`src/design/sbsf_pkg.sv`:
```
// ---------------------------------------------
// Shared constants of the buffer status block
// ---------------------------------------------
package sbsf_pkg;
   localparam int DATA_W = 32;   // Bus data width
   localparam int ADDR_W = 4;    // Bus address width
   localparam int WORD_W = 16;   // Serial word width
   localparam int DEPTH  = 8;    // Enhanced buffer depth
   localparam int PTR_W  = 3;    // Buffer pointer width
   localparam int CNT_W  = 4;    // Occupancy count width
   localparam int IRQ_W  = 4;    // Interrupt bits

   // Register byte offsets
   localparam logic [ADDR_W-1:0] OFF_BUF      = 4'h0;
   localparam logic [ADDR_W-1:0] OFF_STAT     = 4'h4;
   localparam logic [ADDR_W-1:0] OFF_IRQ_STAT = 4'h8;
   localparam logic [ADDR_W-1:0] OFF_IRQ_MASK = 4'hC;

   // Status and control field positions
   localparam int STAT_RXF_BIT = 0;  // Receive full flag
   localparam int STAT_TXF_BIT = 1;  // Transmit full flag
   localparam int STAT_ENH_BIT = 2;  // Enhanced mode select

   // Interrupt field positions
   localparam int IRQ_RX_DONE  = 0;  // Word moved into receive buffer
   localparam int IRQ_TX_SPACE = 1;  // Transmit full flag dropped
   localparam int IRQ_RX_OVF   = 2;  // Word lost, receive side full
   localparam int IRQ_TX_OVF   = 3;  // Write refused, transmit full

   // Capacities per mode
   localparam logic [CNT_W-1:0] CAP_STD  = 4'h1;
   localparam logic [CNT_W-1:0] CAP_ENH  = 4'h8;
   localparam logic [CNT_W-1:0] CNT_ZERO = 4'h0;
   localparam logic [CNT_W-1:0] CNT_ONE  = 4'h1;
   localparam logic [PTR_W-1:0] PTR_ONE  = 3'h1;

   // Reset values
   localparam logic             ENH_RST  = 1'h0;
   localparam logic [IRQ_W-1:0] MASK_RST = 4'h0;

   // Bus responses
   localparam logic [1:0] RESP_OKAY   = 2'h0;
   localparam logic [1:0] RESP_SLVERR = 2'h2;

   // Read channel states
   typedef enum logic [1:0] {RD_IDLE, RD_WAIT, RD_RESP} sbsf_rd_e;
endpackage

```
`src/design/sbsf_mem_if.sv`:
```
`timescale 1ns/1ps
// ---------------------------------------------
// Port of one word store
// ---------------------------------------------
interface sbsf_mem_if;
   logic                            we;     // Write strobe
   logic [sbsf_pkg::PTR_W-1:0]      waddr;  // Write location
   logic [sbsf_pkg::WORD_W-1:0]     wdata;  // Write word
   logic [sbsf_pkg::PTR_W-1:0]      raddr;  // Read location
   logic [sbsf_pkg::WORD_W-1:0]     rdata;  // Registered read word

   modport user  (output we, output waddr, output wdata, output raddr, input rdata);
   modport store (input we, input waddr, input wdata, input raddr, output rdata);
endinterface

```
`src/design/sbsf_top.sv`:
```
// Local design decisions: the register offsets and register access over AXI4-Lite.
`timescale 1ns/1ps
module sbsf_top
(
   input  wire logic                          i_ref_clk,
   input  wire logic                          i_nrst,
   input  wire logic [sbsf_pkg::ADDR_W-1:0]   i_awaddr,
   input  wire logic                          i_awvalid,
   output logic                               o_awready,
   input  wire logic [sbsf_pkg::DATA_W-1:0]   i_wdata,
   input  wire logic [3:0]                    i_wstrb,
   input  wire logic                          i_wvalid,
   output logic                               o_wready,
   output logic [1:0]                         o_bresp,
   output logic                               o_bvalid,
   input  wire logic                          i_bready,
   input  wire logic [sbsf_pkg::ADDR_W-1:0]   i_araddr,
   input  wire logic                          i_arvalid,
   output logic                               o_arready,
   output logic [sbsf_pkg::DATA_W-1:0]        o_rdata,
   output logic [1:0]                         o_rresp,
   output logic                               o_rvalid,
   input  wire logic                          i_rready,
   output logic [sbsf_pkg::WORD_W-1:0]        o_tx_word,
   output logic                               o_tx_valid,
   input  wire logic                          i_tx_take,
   input  wire logic [sbsf_pkg::WORD_W-1:0]   i_rx_word,
   input  wire logic                          i_rx_load,
   output logic                               o_tx_buffer_full_flag,
   output logic                               o_rx_buffer_full_flag,
   output logic                               o_irq
);
   // ---------------------------------------------
   // Declarations
   // ---------------------------------------------
   sbsf_mem_if tx_mem ();  // Transmit holding store
   sbsf_mem_if rx_mem ();  // Receive holding store

   // Write channel state
   logic                         aw_hold_reg, aw_hold_next;  // Address held
   logic [sbsf_pkg::ADDR_W-1:0]  aw_addr_reg, aw_addr_next;
   logic                         w_hold_reg, w_hold_next;    // Data held
   logic [sbsf_pkg::DATA_W-1:0]  w_data_reg, w_data_next;
   logic [3:0]                   w_strb_reg, w_strb_next;
   logic                         awready_reg, awready_next;
   logic                         wready_reg, wready_next;
   logic                         bvalid_reg, bvalid_next;
   logic [1:0]                   bresp_reg, bresp_next;
   logic                         wr_exec;                    // Write performed
   logic [sbsf_pkg::ADDR_W-1:0]  wr_off;                     // Word-aligned byte offset

   // Read channel state
   sbsf_pkg::sbsf_rd_e           rd_state_reg, rd_state_next;
   logic [sbsf_pkg::ADDR_W-1:0]  ar_addr_reg, ar_addr_next;
   logic                         arready_reg, arready_next;
   logic [sbsf_pkg::DATA_W-1:0]  rdata_reg, rdata_next;
   logic [1:0]                   rresp_reg, rresp_next;
   logic                         rvalid_reg, rvalid_next;
   logic [sbsf_pkg::ADDR_W-1:0]  rd_off;

   // Buffer state
   logic                         enh_reg, enh_next;          // Enhanced mode
   logic [sbsf_pkg::CNT_W-1:0]   cap;                        // Capacity of the current mode
   logic [sbsf_pkg::CNT_W-1:0]   tx_cnt_reg, tx_cnt_next;
   logic [sbsf_pkg::PTR_W-1:0]   tx_wp_reg, tx_wp_next;
   logic [sbsf_pkg::PTR_W-1:0]   tx_rp_reg, tx_rp_next;
   logic                         tx_full_reg, tx_full_next;
   logic                         tx_valid_reg, tx_valid_next;
   logic [sbsf_pkg::CNT_W-1:0]   rx_cnt_reg, rx_cnt_next;
   logic [sbsf_pkg::PTR_W-1:0]   rx_wp_reg, rx_wp_next;
   logic [sbsf_pkg::PTR_W-1:0]   rx_rp_reg, rx_rp_next;
   logic                         rx_full_reg, rx_full_next;
   logic                         rx_stale_reg, rx_stale_next; // Read word not settled
   logic                         tx_push, tx_pop, tx_refuse;
   logic                         rx_push, rx_pop, rx_drop;
   logic [sbsf_pkg::WORD_W-1:0]  wr_word;                    // Lane-merged word

   // Interrupt state
   logic [sbsf_pkg::IRQ_W-1:0]   irq_stat_reg, irq_stat_next;
   logic [sbsf_pkg::IRQ_W-1:0]   irq_mask_reg, irq_mask_next;
   logic [sbsf_pkg::IRQ_W-1:0]   irq_set, irq_clr;
   logic                         irq_reg, irq_next;

   // ---------------------------------------------
   // Write channel
   // ---------------------------------------------
   // Address and data taken in either order, applied once both held
   always_comb
   begin
      aw_hold_next = aw_hold_reg;
      aw_addr_next = aw_addr_reg;
      w_hold_next  = w_hold_reg;
      w_data_next  = w_data_reg;
      w_strb_next  = w_strb_reg;
      bvalid_next  = bvalid_reg;
      bresp_next   = bresp_reg;
      wr_exec      = aw_hold_reg && w_hold_reg && !bvalid_reg;
      wr_off       = {aw_addr_reg[sbsf_pkg::ADDR_W-1:2], 2'h0};
      if (i_awvalid && awready_reg)
      begin
         aw_hold_next = 1'b1;
         aw_addr_next = i_awaddr;
      end
      if (i_wvalid && wready_reg)
      begin
         w_hold_next = 1'b1;
         w_data_next = i_wdata;
         w_strb_next = i_wstrb;
      end
      if (wr_exec)
      begin
         aw_hold_next = 1'b0;
         w_hold_next  = 1'b0;
         bvalid_next  = 1'b1;
         // Unmapped offsets answer with an error, nothing stored
         if (wr_off == sbsf_pkg::OFF_BUF || wr_off == sbsf_pkg::OFF_STAT ||
             wr_off == sbsf_pkg::OFF_IRQ_STAT || wr_off == sbsf_pkg::OFF_IRQ_MASK)
         begin
            bresp_next = sbsf_pkg::RESP_OKAY;
         end
         else
         begin
            bresp_next = sbsf_pkg::RESP_SLVERR;
         end
      end
      else if (bvalid_reg && i_bready)
      begin
         bvalid_next = 1'b0;
      end
      // Each channel refuses more until its held item is used and the response is taken
      awready_next = !aw_hold_next && !bvalid_next;
      wready_next  = !w_hold_next && !bvalid_next;
   end

   // ---------------------------------------------
   // Read channel
   // ---------------------------------------------
   // One wait cycle lets the registered store output settle
   always_comb
   begin
      rd_state_next = rd_state_reg;
      ar_addr_next  = ar_addr_reg;
      rdata_next    = rdata_reg;
      rresp_next    = rresp_reg;
      rd_off        = {ar_addr_reg[sbsf_pkg::ADDR_W-1:2], 2'h0};
      rx_pop        = 1'b0;
      case (rd_state_reg)
         sbsf_pkg::RD_IDLE:
         begin
            if (i_arvalid && arready_reg)
            begin
               ar_addr_next  = i_araddr;
               rd_state_next = sbsf_pkg::RD_WAIT;
            end
         end
         sbsf_pkg::RD_WAIT:
         begin
            // Hold off while a word just landed in an empty store
            if (!rx_stale_reg)
            begin
               rd_state_next = sbsf_pkg::RD_RESP;
               rdata_next    = '0;
               rresp_next    = sbsf_pkg::RESP_OKAY;
               case (rd_off)
                  sbsf_pkg::OFF_BUF:
                  begin
                     // Reading an empty buffer returns zero
                     if (rx_cnt_reg != sbsf_pkg::CNT_ZERO)
                     begin
                        rdata_next[sbsf_pkg::WORD_W-1:0] = rx_mem.rdata;
                        rx_pop = 1'b1;
                     end
                  end
                  sbsf_pkg::OFF_STAT:
                  begin
                     rdata_next[sbsf_pkg::STAT_RXF_BIT] = rx_full_reg;
                     rdata_next[sbsf_pkg::STAT_TXF_BIT] = tx_full_reg;
                     rdata_next[sbsf_pkg::STAT_ENH_BIT] = enh_reg;
                  end
                  sbsf_pkg::OFF_IRQ_STAT:
                  begin
                     rdata_next[sbsf_pkg::IRQ_W-1:0] = irq_stat_reg;
                  end
                  sbsf_pkg::OFF_IRQ_MASK:
                  begin
                     rdata_next[sbsf_pkg::IRQ_W-1:0] = irq_mask_reg;
                  end
                  default:
                  begin
                     rresp_next = sbsf_pkg::RESP_SLVERR;
                  end
               endcase
            end
         end
         sbsf_pkg::RD_RESP:
         begin
            if (i_rready)
            begin
               rd_state_next = sbsf_pkg::RD_IDLE;
            end
         end
         default:
         begin
            rd_state_next = sbsf_pkg::RD_IDLE;
         end
      endcase
      arready_next = (rd_state_next == sbsf_pkg::RD_IDLE);
      rvalid_next  = (rd_state_next == sbsf_pkg::RD_RESP);
   end

   // ---------------------------------------------
   // Buffers and flags
   // ---------------------------------------------
   // Flags follow occupancy against the mode's capacity
   always_comb
   begin
      // Byte lanes gated by the held strobes, not the live bus ones
      wr_word = {w_strb_reg[1] ? w_data_reg[15:8] : 8'h00,
                 w_strb_reg[0] ? w_data_reg[7:0] : 8'h00};
      enh_next = enh_reg;
      if (wr_exec && wr_off == sbsf_pkg::OFF_STAT && w_strb_reg[0])
      begin
         enh_next = w_data_reg[sbsf_pkg::STAT_ENH_BIT];
      end
      cap = enh_reg ? sbsf_pkg::CAP_ENH : sbsf_pkg::CAP_STD;
      // A write to a full transmit side is refused
      tx_push   = wr_exec && wr_off == sbsf_pkg::OFF_BUF && (|w_strb_reg[1:0])
                  && !tx_full_reg;
      tx_refuse = wr_exec && wr_off == sbsf_pkg::OFF_BUF && (|w_strb_reg[1:0])
                  && tx_full_reg;
      tx_pop    = tx_valid_reg && i_tx_take;
      // A word from the shifter is lost while the receive side is full
      rx_push   = i_rx_load && !rx_full_reg;
      rx_drop   = i_rx_load && rx_full_reg;
      tx_cnt_next = tx_cnt_reg;
      if (tx_push && !tx_pop)
      begin
         tx_cnt_next = tx_cnt_reg + sbsf_pkg::CNT_ONE;
      end
      else if (!tx_push && tx_pop)
      begin
         tx_cnt_next = tx_cnt_reg - sbsf_pkg::CNT_ONE;
      end
      rx_cnt_next = rx_cnt_reg;
      if (rx_push && !rx_pop)
      begin
         rx_cnt_next = rx_cnt_reg + sbsf_pkg::CNT_ONE;
      end
      else if (!rx_push && rx_pop)
      begin
         rx_cnt_next = rx_cnt_reg - sbsf_pkg::CNT_ONE;
      end
      tx_wp_next = tx_push ? tx_wp_reg + sbsf_pkg::PTR_ONE : tx_wp_reg;
      tx_rp_next = tx_pop ? tx_rp_reg + sbsf_pkg::PTR_ONE : tx_rp_reg;
      rx_wp_next = rx_push ? rx_wp_reg + sbsf_pkg::PTR_ONE : rx_wp_reg;
      rx_rp_next = rx_pop ? rx_rp_reg + sbsf_pkg::PTR_ONE : rx_rp_reg;
      // Set on the filling write, clear once a location frees
      tx_full_next = (tx_cnt_next >= (enh_next ? sbsf_pkg::CAP_ENH
                                               : sbsf_pkg::CAP_STD));
      rx_full_next = (rx_cnt_next >= (enh_next ? sbsf_pkg::CAP_ENH
                                               : sbsf_pkg::CAP_STD));
      // Head word is valid one cycle after the read pointer settles
      tx_valid_next = (tx_cnt_next != sbsf_pkg::CNT_ZERO) && !tx_pop &&
                      !(tx_push && tx_cnt_reg == sbsf_pkg::CNT_ZERO);
      rx_stale_next = rx_push && rx_cnt_reg == sbsf_pkg::CNT_ZERO;
   end

   // Store ports
   assign tx_mem.we    = tx_push;
   assign tx_mem.waddr = tx_wp_reg;
   assign tx_mem.wdata = wr_word;
   assign tx_mem.raddr = tx_rp_next;
   assign rx_mem.we    = rx_push;
   assign rx_mem.waddr = rx_wp_reg;
   assign rx_mem.wdata = i_rx_word;
   assign rx_mem.raddr = rx_rp_reg;

   sbsf_mem u_tx_mem (.i_ref_clk(i_ref_clk), .i_nrst(i_nrst), .port(tx_mem.store));
   sbsf_mem u_rx_mem (.i_ref_clk(i_ref_clk), .i_nrst(i_nrst), .port(rx_mem.store));

   // ---------------------------------------------
   // Interrupts
   // ---------------------------------------------
   // Sticky bits, one-to-clear; a new event beats the clear
   always_comb
   begin
      irq_set = '0;
      irq_set[sbsf_pkg::IRQ_RX_DONE]  = rx_push;
      irq_set[sbsf_pkg::IRQ_TX_SPACE] = tx_full_reg && !tx_full_next;
      irq_set[sbsf_pkg::IRQ_RX_OVF]   = rx_drop;
      irq_set[sbsf_pkg::IRQ_TX_OVF]   = tx_refuse;
      irq_clr = '0;
      irq_mask_next = irq_mask_reg;
      if (wr_exec && w_strb_reg[0] && wr_off == sbsf_pkg::OFF_IRQ_STAT)
      begin
         irq_clr = w_data_reg[sbsf_pkg::IRQ_W-1:0];
      end
      if (wr_exec && w_strb_reg[0] && wr_off == sbsf_pkg::OFF_IRQ_MASK)
      begin
         irq_mask_next = w_data_reg[sbsf_pkg::IRQ_W-1:0];
      end
      irq_stat_next = (irq_stat_reg & ~irq_clr) | irq_set;
      irq_next      = |(irq_stat_next & irq_mask_next);
   end

   // ---------------------------------------------
   // Registers
   // ---------------------------------------------
   always_ff @(posedge i_ref_clk or negedge i_nrst)
   begin
      if (!i_nrst)
      begin
         aw_hold_reg  <= 1'b0;
         aw_addr_reg  <= '0;
         w_hold_reg   <= 1'b0;
         w_data_reg   <= '0;
         w_strb_reg   <= '0;
         awready_reg  <= 1'b0;
         wready_reg   <= 1'b0;
         bvalid_reg   <= 1'b0;
         bresp_reg    <= sbsf_pkg::RESP_OKAY;
         rd_state_reg <= sbsf_pkg::RD_IDLE;
         ar_addr_reg  <= '0;
         arready_reg  <= 1'b0;
         rdata_reg    <= '0;
         rresp_reg    <= sbsf_pkg::RESP_OKAY;
         rvalid_reg   <= 1'b0;
         enh_reg      <= sbsf_pkg::ENH_RST;
         tx_cnt_reg   <= sbsf_pkg::CNT_ZERO;
         tx_wp_reg    <= '0;
         tx_rp_reg    <= '0;
         tx_full_reg  <= 1'b0;
         tx_valid_reg <= 1'b0;
         rx_cnt_reg   <= sbsf_pkg::CNT_ZERO;
         rx_wp_reg    <= '0;
         rx_rp_reg    <= '0;
         rx_full_reg  <= 1'b0;
         rx_stale_reg <= 1'b0;
         irq_stat_reg <= '0;
         irq_mask_reg <= sbsf_pkg::MASK_RST;
         irq_reg      <= 1'b0;
      end
      else
      begin
         aw_hold_reg  <= aw_hold_next;
         aw_addr_reg  <= aw_addr_next;
         w_hold_reg   <= w_hold_next;
         w_data_reg   <= w_data_next;
         w_strb_reg   <= w_strb_next;
         awready_reg  <= awready_next;
         wready_reg   <= wready_next;
         bvalid_reg   <= bvalid_next;
         bresp_reg    <= bresp_next;
         rd_state_reg <= rd_state_next;
         ar_addr_reg  <= ar_addr_next;
         arready_reg  <= arready_next;
         rdata_reg    <= rdata_next;
         rresp_reg    <= rresp_next;
         rvalid_reg   <= rvalid_next;
         enh_reg      <= enh_next;
         tx_cnt_reg   <= tx_cnt_next;
         tx_wp_reg    <= tx_wp_next;
         tx_rp_reg    <= tx_rp_next;
         tx_full_reg  <= tx_full_next;
         tx_valid_reg <= tx_valid_next;
         rx_cnt_reg   <= rx_cnt_next;
         rx_wp_reg    <= rx_wp_next;
         rx_rp_reg    <= rx_rp_next;
         rx_full_reg  <= rx_full_next;
         rx_stale_reg <= rx_stale_next;
         irq_stat_reg <= irq_stat_next;
         irq_mask_reg <= irq_mask_next;
         irq_reg      <= irq_next;
      end
   end

   // Outputs straight from flops
   assign o_awready             = awready_reg;
   assign o_wready              = wready_reg;
   assign o_bvalid              = bvalid_reg;
   assign o_bresp               = bresp_reg;
   assign o_arready             = arready_reg;
   assign o_rdata               = rdata_reg;
   assign o_rresp               = rresp_reg;
   assign o_rvalid              = rvalid_reg;
   assign o_tx_word             = tx_mem.rdata;
   assign o_tx_valid            = tx_valid_reg;
   assign o_tx_buffer_full_flag = tx_full_reg;
   assign o_rx_buffer_full_flag = rx_full_reg;
   assign o_irq                 = irq_reg;
endmodule

```
`src/design/sbsf_mem.sv`:
```
`timescale 1ns/1ps
// ---------------------------------------------
// Word store with registered read
// ---------------------------------------------
module sbsf_mem
(
   input  wire logic    i_ref_clk,
   input  wire logic    i_nrst,
   sbsf_mem_if.store    port
);
   logic [sbsf_pkg::WORD_W-1:0] mem_q [sbsf_pkg::DEPTH];  // Storage, no reset
   logic [sbsf_pkg::WORD_W-1:0] rdata_reg;                 // Read register
   logic [sbsf_pkg::WORD_W-1:0] rdata_next;

   // Read sees the old word on a same-cycle write
   always_comb
   begin
      rdata_next = mem_q[port.raddr];
   end

   // Storage writes
   always_ff @(posedge i_ref_clk)
   begin
      if (port.we)
      begin
         mem_q[port.waddr] <= port.wdata;
      end
   end

   // Read register
   always_ff @(posedge i_ref_clk or negedge i_nrst)
   begin
      if (!i_nrst)
      begin
         rdata_reg <= '0;
      end
      else
      begin
         rdata_reg <= rdata_next;
      end
   end

   assign port.rdata = rdata_reg;
endmodule

```
`config.mk`:
```
export PLATFORM = sky130hd
export DESIGN_NAME = sbsf_top
export DESIGN_NICKNAME = d
export VERILOG_FILES = /design/src/design/sbsf_pkg.sv /design/src/design/sbsf_mem_if.sv /design/src/design/sbsf_top.sv /design/src/design/sbsf_mem.sv
export SDC_FILE = /design/constraint.sdc
export NUM_CORES = 1
export LEC_CHECK = 0
export BUFFER_PORTS_ARGS = -buffer_cell sky130_fd_sc_hd__buf_2
export CAP_MARGIN = 20
export CORE_ASPECT_RATIO = 0.5
export CORE_MARGIN = 2
export CORE_UTILIZATION = 50
export CTS_CLUSTER_SIZE = 25
export DETAILED_ROUTE_END_ITERATION = 6
export GPL_ROUTABILITY_DRIVEN = 0
export PLACE_DENSITY_LB_ADDON = 0.3
export SETUP_SLACK_MARGIN = 0.2
export SLEW_MARGIN = 5
export SYNTH_ARGS = -nofsm -noshare
export SYNTH_HDL_FRONTEND = slang
export SYNTH_SLANG_ARGS = --single-unit
```
`constraint.sdc`:
```
create_clock -name i_ref_clk -period 3.05 [get_ports i_ref_clk]
set_input_delay 0.305 -clock i_ref_clk [delete_from_list [all_inputs] [get_ports i_ref_clk]]
set_output_delay 0.305 -clock i_ref_clk [all_outputs]
set_load 0.01 [all_outputs]
```
---- Yosys cells after proc, flatten, opt, wreduce, memory -nomap -nowiden ----
Memories as Yosys holds them, arrays and structs flattened. A register that Yosys moved wholly into a read port is not among the register bits.
Cells that the tools add are included.
word-level totals
  register bits after elaboration ......... 87
  latch bits .............................. 0
  memory bits (writable) .................. 256
  memory bits (read-only) ................. 0
  bits of input ports ..................... 69
  output and inout bits ................... 61
  logic and storage cells ................. 147
  memories ................................ 2
cells by class
  $add $sub $neg .......................... 8
  multiply operators ...................... 0
  divide/modulo/power cells ............... 0
  order comparisons ....................... 2
  equal/unequal tests ..................... 9
  shifts and indexed selects .............. 0
  mux-type cells .......................... 34
  bitwise gates (word level) .............. 5
  reductions and logical operators ........ 59
memory list
  memory          words  width  read ports  clocked after Yosys merged registers in  wr ports  line            RTL
  u_rx_mem.mem_q  8      16     1           1                                        1         sbsf_mem.sv:11  logic [sbsf_pkg::WORD_W-1:0] mem_q [sbsf_pkg::DEPTH];
  u_tx_mem.mem_q  8      16     1           1                                        1         sbsf_mem.sv:11
operator list
  operator                                             count
  logical AND 1 bit                                    29
  2-to-1 mux 4 bit                                     7
  2-to-1 mux 16 bit                                    1
  2-to-1 mux 8 bit                                     2
  2-to-1 mux 1 bit                                     15
  zero test 1 bit                                      14
  adder 3 x 1 -> 3 bit, second input constant          4
  equality test 2 bit, second input constant           6
  zero test 4 bit                                      3
  2-to-1 mux 12 bit                                    1
  one-hot mux 3 bit (4 select lines)                   1
  adder 4 x 1 -> 4 bit, second input constant          2
  AND 4 bit                                            2
  greater-or-equal comparator 4 bit                    2
  zero test 2 bit                                      4
  2-to-1 mux 2 bit                                     4
  nonzero test 4 bit                                   2
  subtractor 4 x 1 -> 4 bit, second input constant     2
  equality test 2 x 1 -> 1 bit, second input constant  3
  one-hot mux 2 bit (3 select lines)                   1
  inverter 4 bit                                       1
  bitwise OR 4 bit                                     1
  AND reduction 2 bit                                  2
  OR reduction 4 bit                                   1
  other kinds (5)                                      7

---- Depth between registers and ports, before layout ----
  depth in word-level cells ............... 15
  gate-level depth with buffers ........... 11
  depth with buffers taken out ............ 10

---- By module ----
From an unflattened synthesis, not the netlist that was laid out.
second synthesis, totals
  cell total of the unflattened synthesis .. 794
  area, all modules ....................... 14,646.5 µm²
by module, submodules not included
  module    times used  cells each  area each (µm²)
  sbsf_mem  2           214         5,373.9
  sbsf_top  1           366         3,898.7

---- Worst setup path before layout ----
Ideal clock, no wire load.
  path type ............................... register -> register
  start ................................... register bvalid_reg (netlist: o_bvalid)
  end ..................................... memory u_tx_mem.mem_q[2][0] (netlist name) (enable)
  library setup time ...................... 0.436 ns
  data arrival time ....................... 2.794 ns
  path slack .............................. -0.180 ns
  stages on the path, launching flop included .. 5
  buffers on the path ..................... 1
  clock period less this slack ............ 3.230 ns
  cell sequence ........................... dfrtp_1 and3b_1 buf_6 nand4_2 nor4b_1
between the ends
  cells in the longest elaborated chain, start to end .. 7
RTL lines
  element                                 line             RTL
  start, declared                         sbsf_top.sv:47   logic bvalid_reg, bvalid_next;
  start signal, assigned                  sbsf_top.sv:352  bvalid_reg <= bvalid_next;
  zero test 1 bit                         sbsf_top.sv:97   wr_exec = aw_hold_reg && w_hold_reg && !bvalid_reg;
  logical AND 1 bit                       sbsf_top.sv:97
  logical AND 1 bit (2 in series)         sbsf_top.sv:227  tx_push = wr_exec && wr_off == sbsf_pkg::OFF_BUF && (|w_strb_reg[1:0])
  logical AND 1 bit                       sbsf_top.sv:228  && !tx_full_reg;
  2-to-1 mux 1 bit                        sbsf_mem.sv:24   if (port.we)
  2-to-1 mux 1 bit (implied by the code)  sbsf_mem.sv:26   mem_q[port.waddr] <= port.wdata;
  end, declared                           sbsf_mem.sv:11
Every way passes these cells.

---- Worst setup path in the final report ----
  start ................................... register rx_cnt_reg[0] (netlist name)
  end ..................................... register rx_full_reg (netlist: o_rx_buffer_full_flag)
between the ends
  cells in the longest elaborated chain, start to end .. 9
RTL lines
  element                                                line                              RTL
  start, declared                                        sbsf_top.sv:69                    logic [sbsf_pkg::CNT_W-1:0] rx_cnt_reg, rx_cnt_next;
  start signal, assigned                                 sbsf_top.sv:334                   rx_cnt_reg <= sbsf_pkg::CNT_ZERO;
  start signal, assigned                                 sbsf_top.sv:366                   rx_cnt_reg <= rx_cnt_next;
  nonzero test 4 bit                                     sbsf_top.sv:168                   if (rx_cnt_reg != sbsf_pkg::CNT_ZERO)
  2-to-1 mux 1 bit                                       sbsf_top.sv:168
  2-to-1 mux 1 bit                                       sbsf_top.sv:164                   case (rd_off)
  2-to-1 mux 1 bit                                       sbsf_top.sv:159                   if (!rx_stale_reg)
  2-to-1 mux 1 bit                                       sbsf_top.sv:147                   case (rd_state_reg)
  logical AND 1 bit or zero test 1 bit (tied branches)   sbsf_top.sv:249, sbsf_top.sv:245
  2-to-1 mux 4 bit or logical AND 1 bit (tied branches)  sbsf_top.sv:249, sbsf_top.sv:245
  2-to-1 mux 4 bit *                                     sbsf_top.sv:245                   if (rx_push && !rx_pop)
  via rx_cnt_next (one bit)                              sbsf_top.sv:69
  greater-or-equal comparator 4 bit *                    sbsf_top.sv:260                   rx_full_next = (rx_cnt_next >= (enh_next ? sbsf_pkg::CAP_ENH
  via rx_full_next                                       sbsf_top.sv:72                    logic rx_full_reg, rx_full_next;
  end signal, assigned                                   sbsf_top.sv:369                   rx_full_reg <= rx_full_next;
  end, declared                                          sbsf_top.sv:72
Mark *: on every way through the listed nets, which the timed path passes. The rest lies on a longest branch.
A chain may end at the register's enable or synchronous reset.

==> Flow_metrics.wiki <==
{| class="wikitable"
! Metric !! Value
|-
| Kind of capture point of the worst setup path || flip-flop
|-
| Number of design rule violations left after detail routing || 0
|-
| Critical Path RT || 3.50 ns
|-
| Final wirelength || 27.2 mm
|-
| Hold Crit Class || input port to flip-flop
|-
| Critical Path Start Type || flip-flop
|-
| Biggest area consumer among synthesized cells || sky130_fd_sc_hd__edfxtp_1
|-
| Antenna-violating nets left || 0
|-
| TritonCTS clock tree || yes
|-
| End of the worst hold path || u_rx_mem.mem_q[1][5]
|-
| Die boundary width || 244 um
|-
| Worst reg2reg path depth || 10
|-
| Via/cell ratio || 5.36
|-
| Flip-flop cell with the highest count after synthesis || sky130_fd_sc_hd__edfxtp_1
|-
| Vias in the first global route || 7553
|-
| Maximum number of pins on one net before global-route repair || 70
|-
| Synth-to-layout area growth || 16.3%
|-
| CTS buffer count || 31
|-
| Arrival time of the worst setup path || 3.12 ns
|-
| Met2 Usage GRT || 0.324
|-
| Max H-tree Level || 1
|-
| Worst R2R End || o_rx_buffer_full_flag
|-
| Clock latency of the later-clocked register in the worst-skew pair || 0.56 ns
|-
| Area enclosed by the die boundary || 30200 sq um
|-
| Die Span Y || 124 um
|-
| Minimum clock period after layout || 2.68 ns
|-
| Start point of the critical path || rx_cnt_reg[0]
|-
| Power density over cell area || 929 nW/um^2
|-
| IO Count || 130
|-
| First-pass DRT Iterations || 7
|-
| Count of max-cap constraint violations || 0
|-
| Peak fanout along the critical path || 5
|-
| Accumulated negative setup slack || 0 ns
|-
| Commonest cells in the netlist || sky130_fd_sc_hd__edfxtp_1 (256), sky130_fd_sc_hd__dfrtp_1 (114), sky130_fd_sc_hd__mux4_2 (64)
|-
| Share of the cycle needed by the critical path after routing || 0.878
|-
| Fraction of final layout cells with drive strength greater than 1 || 0.334
|-
| Setup repair after global routing missed its margin || no
|-
| Transition time at the pin with the least slew margin || 0.983 ns
|-
| Average cell area after synthesis || 18.4 sq um
|-
| HP Start || i_rx_word[5]
|-
| DRC marker count from the first detailed-route iteration || 517
|-
| Filler Cell Count || 2030
|-
| Synth top area share || 0.534
|-
| Start of the worst register-to-register path || rx_cnt_reg[0]
|-
| Sink Count || 370
|-
| Number of endpoints with negative hold slack in the final report || 0
|-
| GRT Max-Usage Layer || met2
|-
| Number of enable-type register cells in the synthesized netlist || 256
|-
| Met1 track utilization from global routing || 0.243
|-
| Leakage Power || 6.18 nW
|-
| Number of distinct library cells after synthesis || 56
|-
| Ant. Diodes || 0
|-
| Wire length of the first global-routing pass || 42.2 mm
|-
| Detail-routed net length per standard cell || 20.3 um
|-
| Via count || 7197
|-
| Count of state elements after synthesis || 370
|-
| Ranking of synthesized cells by area || sky130_fd_sc_hd__edfxtp_1 (53%), sky130_fd_sc_hd__dfrtp_1 (20%), sky130_fd_sc_hd__mux4_2 (10%)
|-
| Final nets || 1018
|-
| Number of setup violations in the final report || 0
|-
| Most instantiated library cell after synthesis || sky130_fd_sc_hd__edfxtp_1
|-
| Met3 GRT Util || 0.0368
|-
| Total global-route track usage || 0.185
|-
| Register-to-register setup slack || 0.37 ns
|-
| Sequential share of the synthesized area || 0.732
|-
| Netlist area before placement || 14400 sq um
|-
| Total grt overflow || 0
|-
| Headroom to the max-slew limit || 0.345
|-
| Worst Hold Path Cells || 1
|-
| Category of the critical setup timing path || flip-flop to flip-flop
|-
| Run status || complete, no violations
|-
| Half-perimeter wire length after detailed placement || 16.4 mm
|-
| Placeable core region || 28000 sq um
|-
| Port bufs || 88
|-
| Max Fclk || 373 MHz
|-
| Async S/R FF share, synth || 0.308
|-
| Largest registers in the final layout || u_rx_mem.mem_q (128), u_tx_mem.mem_q (128)
|-
| CTS root buf || sky130_fd_sc_hd__clkbuf_16
|-
| Clock slew at the register clock pins of the worst setup and hold paths || 0.07 ns
|-
| Final core occ || 0.598
|-
| Worst vdd rail ir drop || 0.492 mV
|-
| Initial Util || 0.514
|-
| Clock skew || 0.00736 ns
|-
| Count of final max-slew check failures || 0
|-
| Number of antenna violations at the first check in global routing || 1
|-
| Synthesis warning total || 0
|-
| Post-Synthesis Cells || 783
|-
| Standard-cell rows || 43
|-
| Largest buffer count on any clock path || 3
|}
final cells by class:
class                           instances  area, sq um  area share
Clock inverter                         17          113     0.00673
Tap cell                              382          478      0.0286
Timing Repair Buffer                  151         1020      0.0610
Clock buffer                           40          830      0.0496
Multi-Input combinational cell        368         3690       0.221
Inverter                               14         52.6     0.00314
Sequential cell                       370        10500       0.630
where the power goes:
| part | internal [mW] | switching [mW] |
|---|---|---|
| Sequential | 6.46 | 0.638 |
| Clock | 2.00 | 1.73 |
| Combinational | 2.40 | 2.31 |
per-layer routing:
layer	wire, um	share of wire
met1	11600	0.43
met2	13800	0.51
met3	1160	0.043
met4	581	0.021
met5	14	0.00052
cell families after synthesis:
kind of cell             Yosys count  share of synthesized area
flip-flops                       370                      0.732
AND/OR/NAND/NOR                  156                     0.0541
multiplexers                     128                      0.150
buffers and inverters             63                     0.0245
AO/OA/AOI/OAI                     35                     0.0164
XOR/XNOR                          16                     0.0103
adder cells (fa/ha/maj)           14                     0.0120
other                              1                   0.000261
layout by cell type, fill, tap and decap left out, types with 20 or more instances in the layout:
cell type	synthesis	layout
sky130_fd_sc_hd__and2_1	20	20
sky130_fd_sc_hd__buf_2	7	87
sky130_fd_sc_hd__buf_4	22	34
sky130_fd_sc_hd__clkbuf_16	0	31
sky130_fd_sc_hd__dfrtp_1	114	111
sky130_fd_sc_hd__dlygate4sd3_1	0	27
sky130_fd_sc_hd__edfxtp_1	256	256
sky130_fd_sc_hd__mux2_2	61	61
sky130_fd_sc_hd__mux4_2	64	64
sky130_fd_sc_hd__nand2_1	59	59
critical path, cell delays in order (launching register included):
cell,delay [ns]
sky130_fd_sc_hd__dfrtp_2,0.44
sky130_fd_sc_hd__inv_1,0.07
sky130_fd_sc_hd__ha_2,0.17
sky130_fd_sc_hd__or3b_4,0.40
sky130_fd_sc_hd__and3_4,0.18
sky130_fd_sc_hd__nor3_2,0.16
sky130_fd_sc_hd__a31oi_1,0.07
sky130_fd_sc_hd__xnor2_1,0.15
sky130_fd_sc_hd__ha_1,0.20
sky130_fd_sc_hd__or3b_2,0.44
sky130_fd_sc_hd__o32a_1,0.29
metrics by stage:
| step | setup slack (ns) | power (mW) | instances | hold WS [ns] | instance area, sq um |
|---|---|---|---|---|---|
| after detailed placement | 0.281 | 11.9 | 1256 | 0.370 | 15500 |
| final | 0.372 | 15.5 | 1342 | 0.0169 | 16700 |
| after CTS | 0.274 | 15.7 | 1340 | 0.000389 | 16700 |
| after global routing | 0.228 | 16.4 | 1342 | 0.00688 | 16700 |
| after global placement | 0.351 | 11.7 | 1256 | 0.360 | 15500 |
| after floorplan | 0.201 | 10.4 | 801 | 0.00941 | 14500 |
worst max-delay path by stage:
stage	cells past startpoint	endpoint
after CTS	10	o_rx_buffer_full_flag
after global placement	10	o_rx_buffer_full_flag
after detailed placement	10	o_rx_buffer_full_flag
final	10	o_rx_buffer_full_flag
after floorplan	6	u_tx_mem.mem_q[3][0]
after global routing	10	o_rx_buffer_full_flag
repair_timing:
item	in CTS	in global routing
endpoints found under the setup margin	0	1
resized for setup	0	7
endpoints found under the hold margin	84	0
hold buffers	27	0
setup buffers	0	2
No activity file was read; power rests on OpenSTA's default activity.
